--- src/pkg/clock_ctrl_pkg.sv ---
/*
 * Shared constants, types and helpers for the start-up sequencer and
 * main-clock configuration block.
 * Assumes a single 125 MHz register clock; all oscillator inputs are
 * sampled as ordinary signals in that domain.
 */
package clock_ctrl_pkg;

    // ************************************************************
    // Timing
    // ************************************************************
    localparam int unsigned PCLK_PERIOD_NS = 8;
    localparam int unsigned SLOW_OSC_HZ = 128000;
    localparam int unsigned RESET_DELAY_MS = 64;
    localparam int unsigned BOD_RESET_DELAY_MS = 128;
    localparam int unsigned RESET_DELAY_TICKS = RESET_DELAY_MS * SLOW_OSC_HZ / 1000;
    localparam int unsigned BOD_RESET_DELAY_TICKS = BOD_RESET_DELAY_MS * SLOW_OSC_HZ / 1000;
    localparam int unsigned BOD_WAKE_NS = 60000;
    localparam int unsigned BOD_WAKE_CYCLES = (BOD_WAKE_NS + PCLK_PERIOD_NS - 1) / PCLK_PERIOD_NS;
    localparam logic [15:0] OSC_START_TICKS = 16'h0006;
    localparam logic [15:0] CONFIG_LOAD_TICKS = 16'h0015;
    localparam logic [2:0] UNLOCK_WINDOW_TICKS = 3'h4;

    // ************************************************************
    // Register map (word index; byte address is four times it)
    // ************************************************************
    localparam logic [7:0] IDX_DIV = 8'h36;
    localparam logic [7:0] IDX_SRC = 8'h37;
    localparam logic [7:0] IDX_TRIM = 8'h39;
    localparam logic [7:0] IDX_STATUS = 8'h3a;
    localparam logic [7:0] IDX_CCP = 8'h3c;

    localparam logic [1:0] SRC_FAST = 2'h0;
    localparam logic [1:0] SRC_SLOW = 2'h1;
    localparam logic [1:0] SRC_EXT = 2'h2;
    localparam logic [1:0] SRC_RSVD = 2'h3;
    localparam logic [3:0] DIV_DEFAULT = 4'h3;
    localparam logic [3:0] DIV_MAX = 4'h8;

    localparam int unsigned STAT_BUSY_BIT = 0;
    localparam int unsigned STAT_SLEEP_BIT = 1;
    localparam int unsigned STAT_SRC_LSB = 2;
    localparam int unsigned STAT_DIV_LSB = 4;

    // ************************************************************
    // Sleep modes
    // ************************************************************
    localparam logic [2:0] MODE_IDLE = 3'h0;
    localparam logic [2:0] MODE_ADC = 3'h1;
    localparam logic [2:0] MODE_PDOWN = 3'h2;
    localparam logic [2:0] MODE_STBY = 3'h4;

    typedef enum logic [2:0] {
        ST_HOLD, ST_SUPPLY, ST_OSC, ST_CONFIG, ST_RUN, ST_SLEEP, ST_WAKE
    } seq_state_t;

    // Level follows the synchroniser once its last two stages agree
    function automatic logic [2:0] agree_filter(input logic [2:0] s2, input logic [2:0] s3,
                                                input logic [2:0] lvl);
        return (~(s2 ^ s3) & s3) | ((s2 ^ s3) & lvl);
    endfunction

    function automatic logic count_done(input logic [15:0] cnt, input logic [15:0] target);
        return (17'(cnt) + 17'h0_0001) >= 17'(target);
    endfunction

    function automatic logic [7:0] div_limit(input logic [3:0] code);
        return 8'((9'h001 << code) - 9'h001);
    endfunction

endpackage

--- src/core/startup_and_clock_select.sv ---
/*
 * Start-up sequencer, wake-up latency control and main clock
 * configuration registers behind an APB slave.
 * Assumes oscillator, reset and wake pins are asynchronous to pclk and
 * the fuse level bod_enable is static; wdt_reset and sleep_req are pclk logic.
 */
`timescale 1ns/1ps
module startup_and_clock_select #(
    parameter int unsigned RESET_TICKS = clock_ctrl_pkg::RESET_DELAY_TICKS,
    parameter int unsigned BOD_RESET_TICKS = clock_ctrl_pkg::BOD_RESET_DELAY_TICKS,
    parameter int unsigned BOD_WAKE_TICKS = clock_ctrl_pkg::BOD_WAKE_CYCLES,
    // Arbitrary value
    parameter logic [7:0] UNLOCK_SIGNATURE = 8'h5a
) (
    input wire logic pclk,
    input wire logic presetn,
    input wire logic [9:0] paddr,
    input wire logic psel,
    input wire logic penable,
    input wire logic pwrite,
    input wire logic [31:0] pwdata,
    output logic [31:0] prdata,
    output logic pready,
    output logic pslverr,
    input wire logic clk_fast_osc,
    input wire logic clk_slow_osc,
    input wire logic clk_ext,
    input wire logic ext_reset_n,
    input wire logic bod_reset,
    input wire logic wdt_reset,
    input wire logic bod_enable,
    input wire logic [7:0] factory_cal,
    input wire logic sleep_req,
    input wire logic [2:0] sleep_mode,
    input wire logic bod_sleep_off,
    input wire logic wake_event,
    output logic sys_reset_n,
    output logic cpu_hold,
    output logic fast_osc_enable,
    output logic main_clk,
    output logic sys_clk,
    output logic sys_tick,
    output logic [7:0] osc_trim
);
    import clock_ctrl_pkg::*;

    // ************************************************************
    // Declarations
    // ************************************************************
    seq_state_t state_reg, state_next;
    logic [15:0] cnt_reg, cnt_next;
    logic [15:0] wcnt_reg, wcnt_next;
    logic por_reg, por_next;
    logic released_reg, released_next;
    logic [2:0] mode_reg, mode_next;
    logic bodoff_reg, bodoff_next;
    logic osc_en_reg, osc_en_next;
    logic [2:0] s1_reg, s2_reg, s3_reg, pin_reg, pin_next;
    logic [1:0] src_reg, src_next;
    logic [3:0] div_reg, div_next;
    logic [7:0] trim_reg, trim_next;
    logic [2:0] win_reg, win_next;
    logic [31:0] rdata_reg, rdata_next;
    logic main_tick;
    logic [2:0] src_tick;
    logic [1:0] active_src;
    logic [3:0] active_div;
    logic reset_src;
    logic [15:0] supply_target;
    logic osc_ok, bod_ok;
    logic [7:0] idx;
    logic mapped, wr;

    // ************************************************************
    // Clock path
    // ************************************************************
    clock_source_mux u_mux (
        .pclk(pclk),
        .presetn(presetn),
        .osc_in({clk_ext, clk_slow_osc, clk_fast_osc}),
        .sel(src_reg),
        .main_clk(main_clk),
        .main_tick(main_tick),
        .src_tick(src_tick),
        .active_sel(active_src)
    );

    system_clock_prescaler u_div (
        .pclk(pclk),
        .presetn(presetn),
        .main_tick(main_tick),
        .main_clk(main_clk),
        .code(div_reg),
        .sys_tick(sys_tick),
        .sys_clk(sys_clk),
        .active_code(active_div)
    );

    // ************************************************************
    // Pin synchronisers: ext reset, brown-out reset, wake
    // ************************************************************
    always_comb begin
        pin_next = agree_filter(s2_reg, s3_reg, pin_reg);
    end

    always_ff @(posedge pclk or negedge presetn) begin
        if (!presetn) begin
            s1_reg <= 3'h0;
            s2_reg <= 3'h0;
            s3_reg <= 3'h0;
            pin_reg <= 3'h0;
        end else begin
            s1_reg <= {wake_event, bod_reset, ~ext_reset_n};
            s2_reg <= s1_reg;
            s3_reg <= s2_reg;
            pin_reg <= pin_next;
        end
    end

    assign reset_src = pin_reg[0] | pin_reg[1] | wdt_reset;
    assign sys_reset_n = presetn & ext_reset_n & ~bod_reset & ~wdt_reset & released_reg;

    // ************************************************************
    // Start-up and wake sequencer
    // ************************************************************
    always_comb begin
        state_next = state_reg;
        cnt_next = cnt_reg;
        wcnt_next = wcnt_reg;
        por_next = por_reg;
        released_next = released_reg;
        mode_next = mode_reg;
        bodoff_next = bodoff_reg;
        osc_en_next = 1'b1;
        supply_target = (por_reg && bod_enable) ? 16'(BOD_RESET_TICKS) : 16'(RESET_TICKS);
        osc_ok = mode_reg != MODE_PDOWN || cnt_reg >= OSC_START_TICKS;
        bod_ok = !bodoff_reg || wcnt_reg >= 16'(BOD_WAKE_TICKS);
        if (reset_src) begin
            state_next = ST_HOLD;
            cnt_next = 16'h0000;
            released_next = 1'b0;
        end else begin
            case (state_reg)
                ST_HOLD: begin
                    state_next = ST_SUPPLY;
                    cnt_next = 16'h0000;
                end
                ST_SUPPLY: begin
                    if (src_tick[SRC_SLOW]) begin
                        if (count_done(cnt_reg, supply_target)) begin
                            state_next = ST_OSC;
                            cnt_next = 16'h0000;
                            por_next = 1'b0;
                        end else begin
                            cnt_next = cnt_reg + 16'h0001;
                        end
                    end
                end
                ST_OSC: begin
                    if (src_tick[SRC_FAST]) begin
                        if (count_done(cnt_reg, OSC_START_TICKS)) begin
                            state_next = ST_CONFIG;
                            cnt_next = 16'h0000;
                        end else begin
                            cnt_next = cnt_reg + 16'h0001;
                        end
                    end
                end
                ST_CONFIG: begin
                    if (sys_tick) begin
                        if (count_done(cnt_reg, CONFIG_LOAD_TICKS)) begin
                            state_next = ST_RUN;
                            cnt_next = 16'h0000;
                            released_next = 1'b1;
                        end else begin
                            cnt_next = cnt_reg + 16'h0001;
                        end
                    end
                end
                ST_RUN: begin
                    if (sleep_req) begin
                        state_next = ST_SLEEP;
                        mode_next = sleep_mode;
                        bodoff_next = bod_sleep_off && (sleep_mode == MODE_PDOWN || sleep_mode == MODE_STBY);
                    end
                end
                ST_SLEEP: begin
                    // Oscillator stops only in power-down
                    osc_en_next = mode_reg != MODE_PDOWN;
                    cnt_next = 16'h0000;
                    wcnt_next = 16'h0000;
                    if (pin_reg[2]) begin
                        osc_en_next = 1'b1;
                        if (mode_reg != MODE_PDOWN && !bodoff_reg) begin
                            state_next = ST_RUN;
                        end else begin
                            state_next = ST_WAKE;
                        end
                    end
                end
                ST_WAKE: begin
                    if (main_tick && !osc_ok) begin
                        cnt_next = cnt_reg + 16'h0001;
                    end
                    if (!bod_ok) begin
                        wcnt_next = wcnt_reg + 16'h0001;
                    end
                    if (osc_ok && bod_ok) begin
                        state_next = ST_RUN;
                        bodoff_next = 1'b0;
                    end
                end
                default: begin
                    state_next = ST_HOLD;
                end
            endcase
        end
    end

    always_ff @(posedge pclk or negedge presetn) begin
        if (!presetn) begin
            state_reg <= ST_HOLD;
            cnt_reg <= 16'h0000;
            wcnt_reg <= 16'h0000;
            por_reg <= 1'b1;
            released_reg <= 1'b0;
            mode_reg <= MODE_IDLE;
            bodoff_reg <= 1'b0;
            osc_en_reg <= 1'b1;
        end else begin
            state_reg <= state_next;
            cnt_reg <= cnt_next;
            wcnt_reg <= wcnt_next;
            por_reg <= por_next;
            released_reg <= released_next;
            mode_reg <= mode_next;
            bodoff_reg <= bodoff_next;
            osc_en_reg <= osc_en_next;
        end
    end

    // hold at once with internal reset
    assign cpu_hold = state_reg != ST_RUN || !sys_reset_n;
    assign fast_osc_enable = osc_en_reg;

    // ************************************************************
    // APB slave and configuration registers
    // ************************************************************
    assign idx = paddr[9:2];
    assign mapped = paddr[1:0] == 2'h0 &&
                    (idx == IDX_SRC || idx == IDX_DIV || idx == IDX_TRIM || idx == IDX_STATUS || idx == IDX_CCP);
    assign wr = psel && penable && pwrite && mapped;

    always_comb begin
        src_next = src_reg;
        div_next = div_reg;
        trim_next = trim_reg;
        win_next = win_reg;
        rdata_next = rdata_reg;
        if (win_reg != 3'h0 && sys_tick) begin
            win_next = win_reg - 3'h1;
        end
        if (wr && idx == IDX_CCP) begin
            win_next = (pwdata[7:0] == UNLOCK_SIGNATURE) ? UNLOCK_WINDOW_TICKS : 3'h0;
        end
        if (wr && (idx == IDX_SRC || idx == IDX_DIV)) begin
            win_next = 3'h0;
        end
        if (wr && idx == IDX_SRC && win_reg != 3'h0 && pwdata[1:0] != SRC_RSVD) begin
            src_next = pwdata[1:0];
        end
        if (wr && idx == IDX_DIV && win_reg != 3'h0 && pwdata[3:0] <= DIV_MAX) begin
            div_next = pwdata[3:0];
        end
        if (wr && idx == IDX_TRIM) begin
            trim_next = pwdata[7:0];
        end
        if (!released_reg) begin
            src_next = SRC_FAST;
            div_next = DIV_DEFAULT;
            win_next = 3'h0;
        end
        if (state_reg == ST_CONFIG) begin
            trim_next = factory_cal;
        end
        // Read data is captured in the setup phase
        if (psel && !penable) begin
            rdata_next = 32'h0000_0000;
            case (idx)
                IDX_SRC: rdata_next[1:0] = src_reg;
                IDX_DIV: rdata_next[3:0] = div_reg;
                IDX_TRIM: rdata_next[7:0] = trim_reg;
                IDX_CCP: rdata_next[0] = win_reg != 3'h0;
                IDX_STATUS: begin
                    rdata_next[STAT_BUSY_BIT] = !released_reg;
                    rdata_next[STAT_SLEEP_BIT] = state_reg == ST_SLEEP;
                    rdata_next[STAT_SRC_LSB +: 2] = active_src;
                    rdata_next[STAT_DIV_LSB +: 4] = active_div;
                end
                default: rdata_next = 32'h0000_0000;
            endcase
            if (paddr[1:0] != 2'h0) begin
                rdata_next = 32'h0000_0000;
            end
        end
    end

    always_ff @(posedge pclk or negedge presetn) begin
        if (!presetn) begin
            src_reg <= SRC_FAST;
            div_reg <= DIV_DEFAULT;
            trim_reg <= 8'h00;
            win_reg <= 3'h0;
            rdata_reg <= 32'h0000_0000;
        end else begin
            src_reg <= src_next;
            div_reg <= div_next;
            trim_reg <= trim_next;
            win_reg <= win_next;
            rdata_reg <= rdata_next;
        end
    end

    assign prdata = rdata_reg;
    assign pready = 1'b1;
    assign pslverr = psel && penable && !mapped;
    assign osc_trim = trim_reg;
endmodule

--- src/core/clock_source_mux.sv ---
/*
 * Glitch-free main clock source selector.
 * Assumes the three oscillator inputs are slow against pclk (below a
 * quarter of its rate); each passes three flip-flops before use.
 */
`timescale 1ns/1ps
module clock_source_mux (
    input wire logic pclk,
    input wire logic presetn,
    input wire logic [2:0] osc_in,
    input wire logic [1:0] sel,
    output logic main_clk,
    output logic main_tick,
    output logic [2:0] src_tick,
    output logic [1:0] active_sel
);
    import clock_ctrl_pkg::*;

    logic [2:0] s1_reg, s2_reg, s3_reg, lvl_reg, prev_reg;
    logic [2:0] lvl_next;
    logic [1:0] cur_reg, cur_next;
    logic main_clk_reg, main_clk_next;

    // ************************************************************
    // Source sampling
    // ************************************************************
    always_comb begin
        lvl_next = agree_filter(s2_reg, s3_reg, lvl_reg);
        cur_next = cur_reg;
        if (sel != cur_reg && sel != SRC_RSVD && !lvl_reg[cur_reg] && !lvl_reg[sel]) begin
            cur_next = sel;
        end
        main_clk_next = lvl_reg[cur_next];
    end

    always_ff @(posedge pclk or negedge presetn) begin
        if (!presetn) begin
            s1_reg <= 3'h0;
            s2_reg <= 3'h0;
            s3_reg <= 3'h0;
            lvl_reg <= 3'h0;
            prev_reg <= 3'h0;
            cur_reg <= SRC_FAST;
            main_clk_reg <= 1'b0;
        end else begin
            s1_reg <= osc_in;
            s2_reg <= s1_reg;
            s3_reg <= s2_reg;
            lvl_reg <= lvl_next;
            prev_reg <= lvl_reg;
            cur_reg <= cur_next;
            main_clk_reg <= main_clk_next;
        end
    end

    // Both sources sit low at a change-over, so no extra edge appears
    assign src_tick = lvl_reg & ~prev_reg;
    assign main_tick = src_tick[cur_reg];
    assign main_clk = main_clk_reg;
    assign active_sel = cur_reg;
endmodule

--- src/core/system_clock_prescaler.sv ---
/*
 * Power-of-two system clock divider driven by main clock ticks.
 * Assumes the requested code is already limited to the legal range.
 */
`timescale 1ns/1ps
module system_clock_prescaler (
    input wire logic pclk,
    input wire logic presetn,
    input wire logic main_tick,
    input wire logic main_clk,
    input wire logic [3:0] code,
    output logic sys_tick,
    output logic sys_clk,
    output logic [3:0] active_code
);
    import clock_ctrl_pkg::*;

    logic [7:0] cnt_reg, cnt_next;
    logic [3:0] act_reg, act_next;
    logic clk_reg, clk_next;
    logic wrap;

    // ************************************************************
    // Divider
    // ************************************************************
    always_comb begin
        wrap = main_tick && cnt_reg == div_limit(act_reg);
        cnt_next = cnt_reg;
        act_next = act_reg;
        if (wrap) begin
            cnt_next = 8'h00;
            act_next = code;
        end else if (main_tick) begin
            cnt_next = cnt_reg + 8'h01;
        end
        if (act_next == 4'h0) begin
            clk_next = main_clk;
        end else begin
            clk_next = cnt_next <= (div_limit(act_next) >> 1);
        end
    end

    always_ff @(posedge pclk or negedge presetn) begin
        if (!presetn) begin
            cnt_reg <= 8'h00;
            act_reg <= DIV_DEFAULT;
            clk_reg <= 1'b0;
        end else begin
            cnt_reg <= cnt_next;
            act_reg <= act_next;
            clk_reg <= clk_next;
        end
    end

    assign sys_tick = wrap;
    assign sys_clk = clk_reg;
    assign active_code = act_reg;
endmodule

--- config.mk ---
export PLATFORM = sky130hd
export DESIGN_NAME = startup_and_clock_select
export DESIGN_NICKNAME = d
export VERILOG_FILES = /design/src/pkg/clock_ctrl_pkg.sv /design/src/core/startup_and_clock_select.sv /design/src/core/clock_source_mux.sv /design/src/core/system_clock_prescaler.sv
export SDC_FILE = /design/constraint.sdc
export NUM_CORES = 1
export LEC_CHECK = 0
export ABC_AREA = 1
export BUFFER_PORTS_ARGS = -buffer_cell sky130_fd_sc_hd__buf_2
export CORE_UTILIZATION = 53
export CTS_BUF_LIST = sky130_fd_sc_hd__clkbuf_4 sky130_fd_sc_hd__clkbuf_8
export CTS_CLUSTER_SIZE = 24
export DETAILED_ROUTE_END_ITERATION = 8
export PLACE_DENSITY = 0.87
export SYNTH_ARGS = -nofsm -noshare
export SYNTH_HDL_FRONTEND = slang
export SYNTH_SLANG_ARGS = --single-unit
export TNS_END_PERCENT = 5
--- constraint.sdc ---
create_clock -name pclk -period 3.23 [get_ports pclk]
set_input_delay 0.1615 -clock pclk [delete_from_list [all_inputs] [get_ports pclk]]
set_output_delay 0.1615 -clock pclk [all_outputs]
set_load 0.05 [all_outputs]
Word-level counts from Yosys, hierarchy flattened
Cells that the tools add are included.

cells by class
  bitwise gates (word level) = 22
  $add $sub $neg = 7
  reduce and logical (&&, ||, !) cells = 61
  shift operators = 2
  equality and inequality tests = 36
  magnitude comparators = 10
  mux-type cells = 63
  $mul = 0
  divide/modulo/power cells = 0

operator list
  operator                                                                                number
  16-bit two-way mux                                                                      9
  16-bit case mux with 5 select lines                                                     1
  3-bit two-way mux                                                                       15
  8-bit by 6-bit == test with 1-bit output (second input constant)                        5
  8-bit two-way mux                                                                       5
  16-bit by 1-bit adder with 16-bit output (second input constant)                        2
  16-bit case mux with 2 select lines                                                     1
  3-bit inequality test (second input constant)                                           9
  1-bit logical AND                                                                       25
  3-bit case mux with 7 select lines                                                      1
  16-bit by 1-bit adder with 17-bit output (second input constant)                        1
  17-bit by 15-bit greater-or-equal comparator with 1-bit output                          1
  17-bit by 3-bit greater-or-equal comparator with 1-bit output (second input constant)   1
  17-bit by 5-bit greater-or-equal comparator with 1-bit output (second input constant)   1
  16-bit by 13-bit greater-or-equal comparator with 1-bit output (second input constant)  1
  16-bit by 3-bit greater-or-equal comparator with 1-bit output (second input constant)   1
  1-bit by 4-bit left shift with 8-bit output (first input constant)                      2
  8-bit by 1-bit subtractor with 8-bit output (second input constant)                     2
  3-bit bitwise AND                                                                       5
  15-bit two-way mux                                                                      1
  1-bit two-way mux                                                                       14
  2-bit nonzero test                                                                      7
  3-bit == test (second input constant)                                                   4
  4-bit two-way mux                                                                       3
  39 further kinds                                                                        84

storage, ports and cells
  register bits after elaboration = 134
  input bits = 68
  bits in writable memories = 0
  latch bits = 0
  bits in read-only memories = 0
  memories = 0

Depth between registers and ports, before layout
  depth after elaboration = 12
  depth in mapped cells = 28
  depth with buffers taken out = 28

Cells and area by module
A second synthesis with hierarchy kept.

second synthesis, totals
  cell total of the unflattened synthesis = 963
  area total of the unflattened synthesis = 7000.5 um2

by module, submodules not included
  module                    times used  area each (um2)  cells an instance
  startup_and_clock_select  1           5073.6           710
  system_clock_prescaler    1           1253.7           193
  clock_source_mux          1           673.1            60

Worst setup path after synthesis
No wires, ideal clock.

  path type = flip-flop to flip-flop
  start point = register u_div.act_reg[3], in the netlist u_div.active_code[3]
  end point = register u_div.clk_reg, in the netlist u_div.sys_clk
  required time = 3.164 ns
  arrival time = 3.441 ns
  path slack = -0.277 ns
  clock period less this slack = 3.507 ns
  buffers on the path = 0
  library setup time = 0.066 ns
  stages on the path, launching flop included = 26
  path through = dfrtp_1 -> nor2_4 -> nand2_1 -> ha_1 -> xor2_1 -> nand2_1 -> inv_1 -> nand3_1 -> nor2_2 -> nand3_4 -> nand2_1 -> nand2_2 -> nor2_2 -> nand2_2 -> ha_1 -> xor2_2 -> ha_1 -> a21oi_1 -> o21ai_0 -> a21oi_1 -> nor2_1 -> o21ai_0 -> nand2_1 -> o21ai_0 -> nand3_1 -> nand2_1

between the ends
  word-level cells in the longest chain between the ends = 9
  elaborated cells on any way between the ends = 11
  those cells by class = add/sub: 2; order compare: 1; eq/ne: 1; shift: 2; mux: 3; reduce/logical: 2

ends and longest elaborated chain
  item                                            line                          RTL
  start: declaration                              system_clock_prescaler.sv:19  logic [3:0] act_reg, act_next;
  start signal: assignment                        system_clock_prescaler.sv:50  act_reg <= act_next;
  1-bit by 4-bit left shift with 8-bit output *   clock_ctrl_pkg.sv:68          return 8'((9'h001 << code) - 9'h001);
  8-bit by 1-bit subtractor with 8-bit output *   clock_ctrl_pkg.sv:68
  8-bit == test *                                 system_clock_prescaler.sv:27  wrap = main_tick && cnt_reg == div_limit(act_reg);
  1-bit logical AND *                             system_clock_prescaler.sv:27
  4-bit two-way mux *                             system_clock_prescaler.sv:30  if (wrap) begin
  named net u_div.act_next[1]                     system_clock_prescaler.sv:19
  1-bit by 4-bit left shift with 8-bit output     clock_ctrl_pkg.sv:68
  8-bit by 1-bit subtractor with 8-bit output     clock_ctrl_pkg.sv:68
  8-bit by 7-bit <= comparator with 1-bit output  system_clock_prescaler.sv:39  clk_next = cnt_next <= (div_limit(act_next) >> 1);
  1-bit two-way mux *                             system_clock_prescaler.sv:36  if (act_next == 4'h0) begin
  named net u_div.clk_next                        system_clock_prescaler.sv:20  logic clk_reg, clk_next;
  end signal: assignment                          system_clock_prescaler.sv:51  clk_reg <= clk_next;
  end: declaration                                system_clock_prescaler.sv:20

Mark *: on every way through the listed nets, which the timed path passes. The rest lies on a longest branch.
A chain may end at the register's enable or synchronous reset.

Worst setup path after layout
  start point = register u_div.act_reg[2], in the netlist u_div.active_code[2]
  end point = register u_div.clk_reg, in the netlist u_div.sys_clk

The elaborated chain is that of the path after synthesis.

==> summary.md <==
| Metric | Value |
|---|---|
| Ports | 116 |
| Cell Area, Placed | 7760 sq um |
| CP Data Required Time | 3.58 ns |
| Congestion Overflow GR | 0 |
| Core area | 12800 sq um |
| Largest net degree at the start of global routing | 53 |
| Power share of the clock group | between 10% and 20% |
| Arrival time at the worst endpoint | 3.89 ns |
| Pwr/cell area | 583 nW/um^2 |
| Synthesized netlist cell count | 919 |
| Clock Pin Slew Worst Setup and Hold Paths | between 0.1 and 0.15 ns |
| PortBufs | 66 |
| DP Worst Slack | -0.313 ns |
| Crit-path max FO | 6 |
| Antenna-violating nets left | 0 |
| Initial core utilization | 55.3% |
| Rel. slew slack | 56.5% |
| CTS Buffer Depth | 2 |
| Switch Pwr | 2.02 mW |
| Die area | ~14000 sq um |
| Vias in the first global route | 5871 |
| Syn-to-layout area delta | 14.1% |
| Synth Cell Area | approximately 7000 sq um |
| Most instantiated cells after synthesis | nand2_1, inv_1, dfrtp_1 |
| FFs w/ async S/R, synth | 100% |
| CTS tree | done |
| Tcrit/Tclk final | 110% |
| Post-synth cell types | 54 |
| Hold depth | 3 |
| CP bufs+invs | 1 |
| GR Util All Layers | 24.7% |
| RSZ-0062 raised after global routing | true |
| Max Fclk | around 280 MHz |
| Core Util, Final | 63.1% |
| First-pass GRT wire length | 27.8 mm |
| Placer Congestion | about 0.98 |
| Cell row count | between 40 and 50 |
| Clk root buf | clkbuf_8 |
| Finish-stage setup viols | 1 |
| Final WL | 16.5 mm |
| Fin crit period | 3.55 ns |
| Synth warnings | 0 |
| Sw Ratio | 42.9% |
| Final instance area | around 8000 sq um |
| Failing checks | negative setup slack |
| Leakage power | 4.11 nW |
| Final hold vios | 0 |
| Main synth FF type | dfrtp_1 |
| Final Slew Violations | 0 |
| Number of synthesized flops with an enable pin | 0 |
| Ant diodes | 0 |
| DIE HEIGHT | 118 um |
| Worst path max stage delay | 0.42 ns |
| Hold Path Class | in2reg |
| Fillers | 1100 |
| Mean Syn Cell Area | a little under 8 sq um |
| Status | complete, but fails checks |
| Cell taking the most area after synthesis | dfrtp_1 |
| R2r setup slk | -0.32 ns |
| Final WS setup | -0.316 ns |
| Crit end category | register |
| DRT iter0 DRCs | 625 |
| Initial antenna violation count | 0 |
| Critical Path Start Type | register |
| Num Clock Sinks | 110 |
| Int Pwr | around 2.7 mW |
| First-pass DRT Iterations | 5 |
| Fraction of layout instances using a drive strength above 1 | 20.8% |
| Number of max-cap violations | 0 |
| DRC Markers | 0 |
| Peak supply drop | 0.282 mV |
| Routed vias/inst | 5.33 |
| Count leader, synth | nand2_1 |
| Nets | 1114 |
| Synth top area cells | dfrtp_1, nand2_1, inv_1 |
| DR vias | about 6.4k |
| Critical-path top delay cell | dfrtp_1 |
| WL/cell | between 10 and 15 um |
| Synth top area share | roughly 37% |
| Final Skew | 0.0153 ns |
| Die Wd | between 100 and 150 um |
| Clock latency on the worst-skew pair | around 0.40 ns |
| Reg power frac | 35.5% |
| Levels on crit path | 25 |
| H-tree depth reported by CTS | 3 |
| Cell family with most CP delay | simple AND/OR/NAND/NOR gates |
| Sequential element share of the synthesized area | around 40% |
| Crit path kind | reg2reg |
| Worst-case reg-to-reg path depth | 25 |
| #FFs+latches synth | 110 |
| Comb pwr share | 47.3% |
| DPL Wire Length | 12.8 mm |
| CTS Buf Count | 9 |
| Slew @ Worst Pin | 0.651 ns |
==> cells in the final DEF, fill, tap and decap left out, types with 10 or more instances in the layout <==
cell type,netlist,final
o21ai_0,44,41
nand3_1,73,70
a21oi_1,20,20
nand2_1,214,211
dfrtp_1,104,103
conb_1,2,25
nand4_1,26,26
buf_2,3,65
nor2_4,8,11
nor3_1,14,14
buf_4,25,33
dlygate4sd3_1,0,10
ha_1,20,18
nand2_2,22,23
nor2_1,72,72
inv_1,128,128
xor2_1,10,10
==> logic make-up (layout without fill, tap and decap cells) <==
kind of cell             Yosys count  count (layout)  synth area share [%]
AO/OA/AOI/OAI                    114             114                  9.88
flip-flops                       110             110                  38.9
buffers and inverters            173             262                  10.9
AND/OR/NAND/NOR                  479             479                  33.7
XOR/XNOR                          15              15                  2.17
other                              2              25                 0.106
adder cells (fa/ha/maj)           26              26                  4.38
==> layer usage <==
layer	routed length (um)	track usage, %	vias to the layer above
li1	-	-	3147
met2	7990	41.1	243
met5	0	0	-
met4	458	9.62	0
met3	971	4.36	44
met1	7100	32.1	2976
==> stage by stage <==
stage               hold WS (ns)  cells  power, mW  setup TNS [ns]
finish                    0.0160   1203       4.71          -0.316
global route             0.00293   1203       5.04          -0.657
CTS                     0.000656   1203       4.70          -0.255
detailed placement         0.157   1175       3.84          -0.313
global placement           0.155   1175       3.74          -0.134
floorplan                 -0.134    942       3.18          -0.176
==> area by class of cell <==
class | instances | area [sq um] | area share [%]
Timing Repair Buffer | 108 | 673 | 8.32
Clock inverter | 6 | 57.6 | 0.711
Inverter | 138 | 519 | 6.42
Sequential cell | 110 | 2760 | 34.1
Tap cell | 172 | 215 | 2.66
Multi-Input combinational cell | 659 | 3730 | 46.1
Clock buffer | 10 | 131 | 1.62
==> worst min-delay path, cell delays in order <==
cell and delay, ns:
buf_2 0.09, nand2_1 0.05, a31oi_1 0.07
==> path summary, 6_finish.rpt <==
kind	start	end
min in group asynchronous	presetn	cnt_reg[4]$_DFFE_PN0P_
max reg2reg	u_div.active_code[2]$_DFF_PN0_	u_div.sys_clk$_DFF_PN0_
max in group asynchronous	presetn	u_mux.s1_reg[1]$_DFF_PN0_
min reg2reg	u_mux.s1_reg[0]$_DFF_PN0_	u_mux.s2_reg[0]$_DFF_PN0_
max	u_div.active_code[2]$_DFF_PN0_	u_div.sys_clk$_DFF_PN0_
min	factory_cal[3]	osc_trim[3]$_DFFE_PN0P_
==> power by group through the flow <==
stage               registers, mW  clock network, mW  logic [mW]
finish                       1.67              0.811        2.23
global route                 1.69              0.883        2.47
CTS                          1.67              0.832        2.20
detailed placement           1.70                  0        2.14
global placement             1.69                  0        2.05
floorplan                    1.86                  0        1.32
==> what timing repair did <==
| item | in CTS | in global routing |
|---|---|---|
| endpoints found under the setup margin | 1 | 1 |
| buffers inserted | 2 | 0 |
| hold buffers | 10 | 0 |
| resized for setup | 5 | 1 |
| pin swaps | 4 | 0 |
| endpoints found under the hold margin | 42 | 0 |
Power figures use the tool's default switching activity.
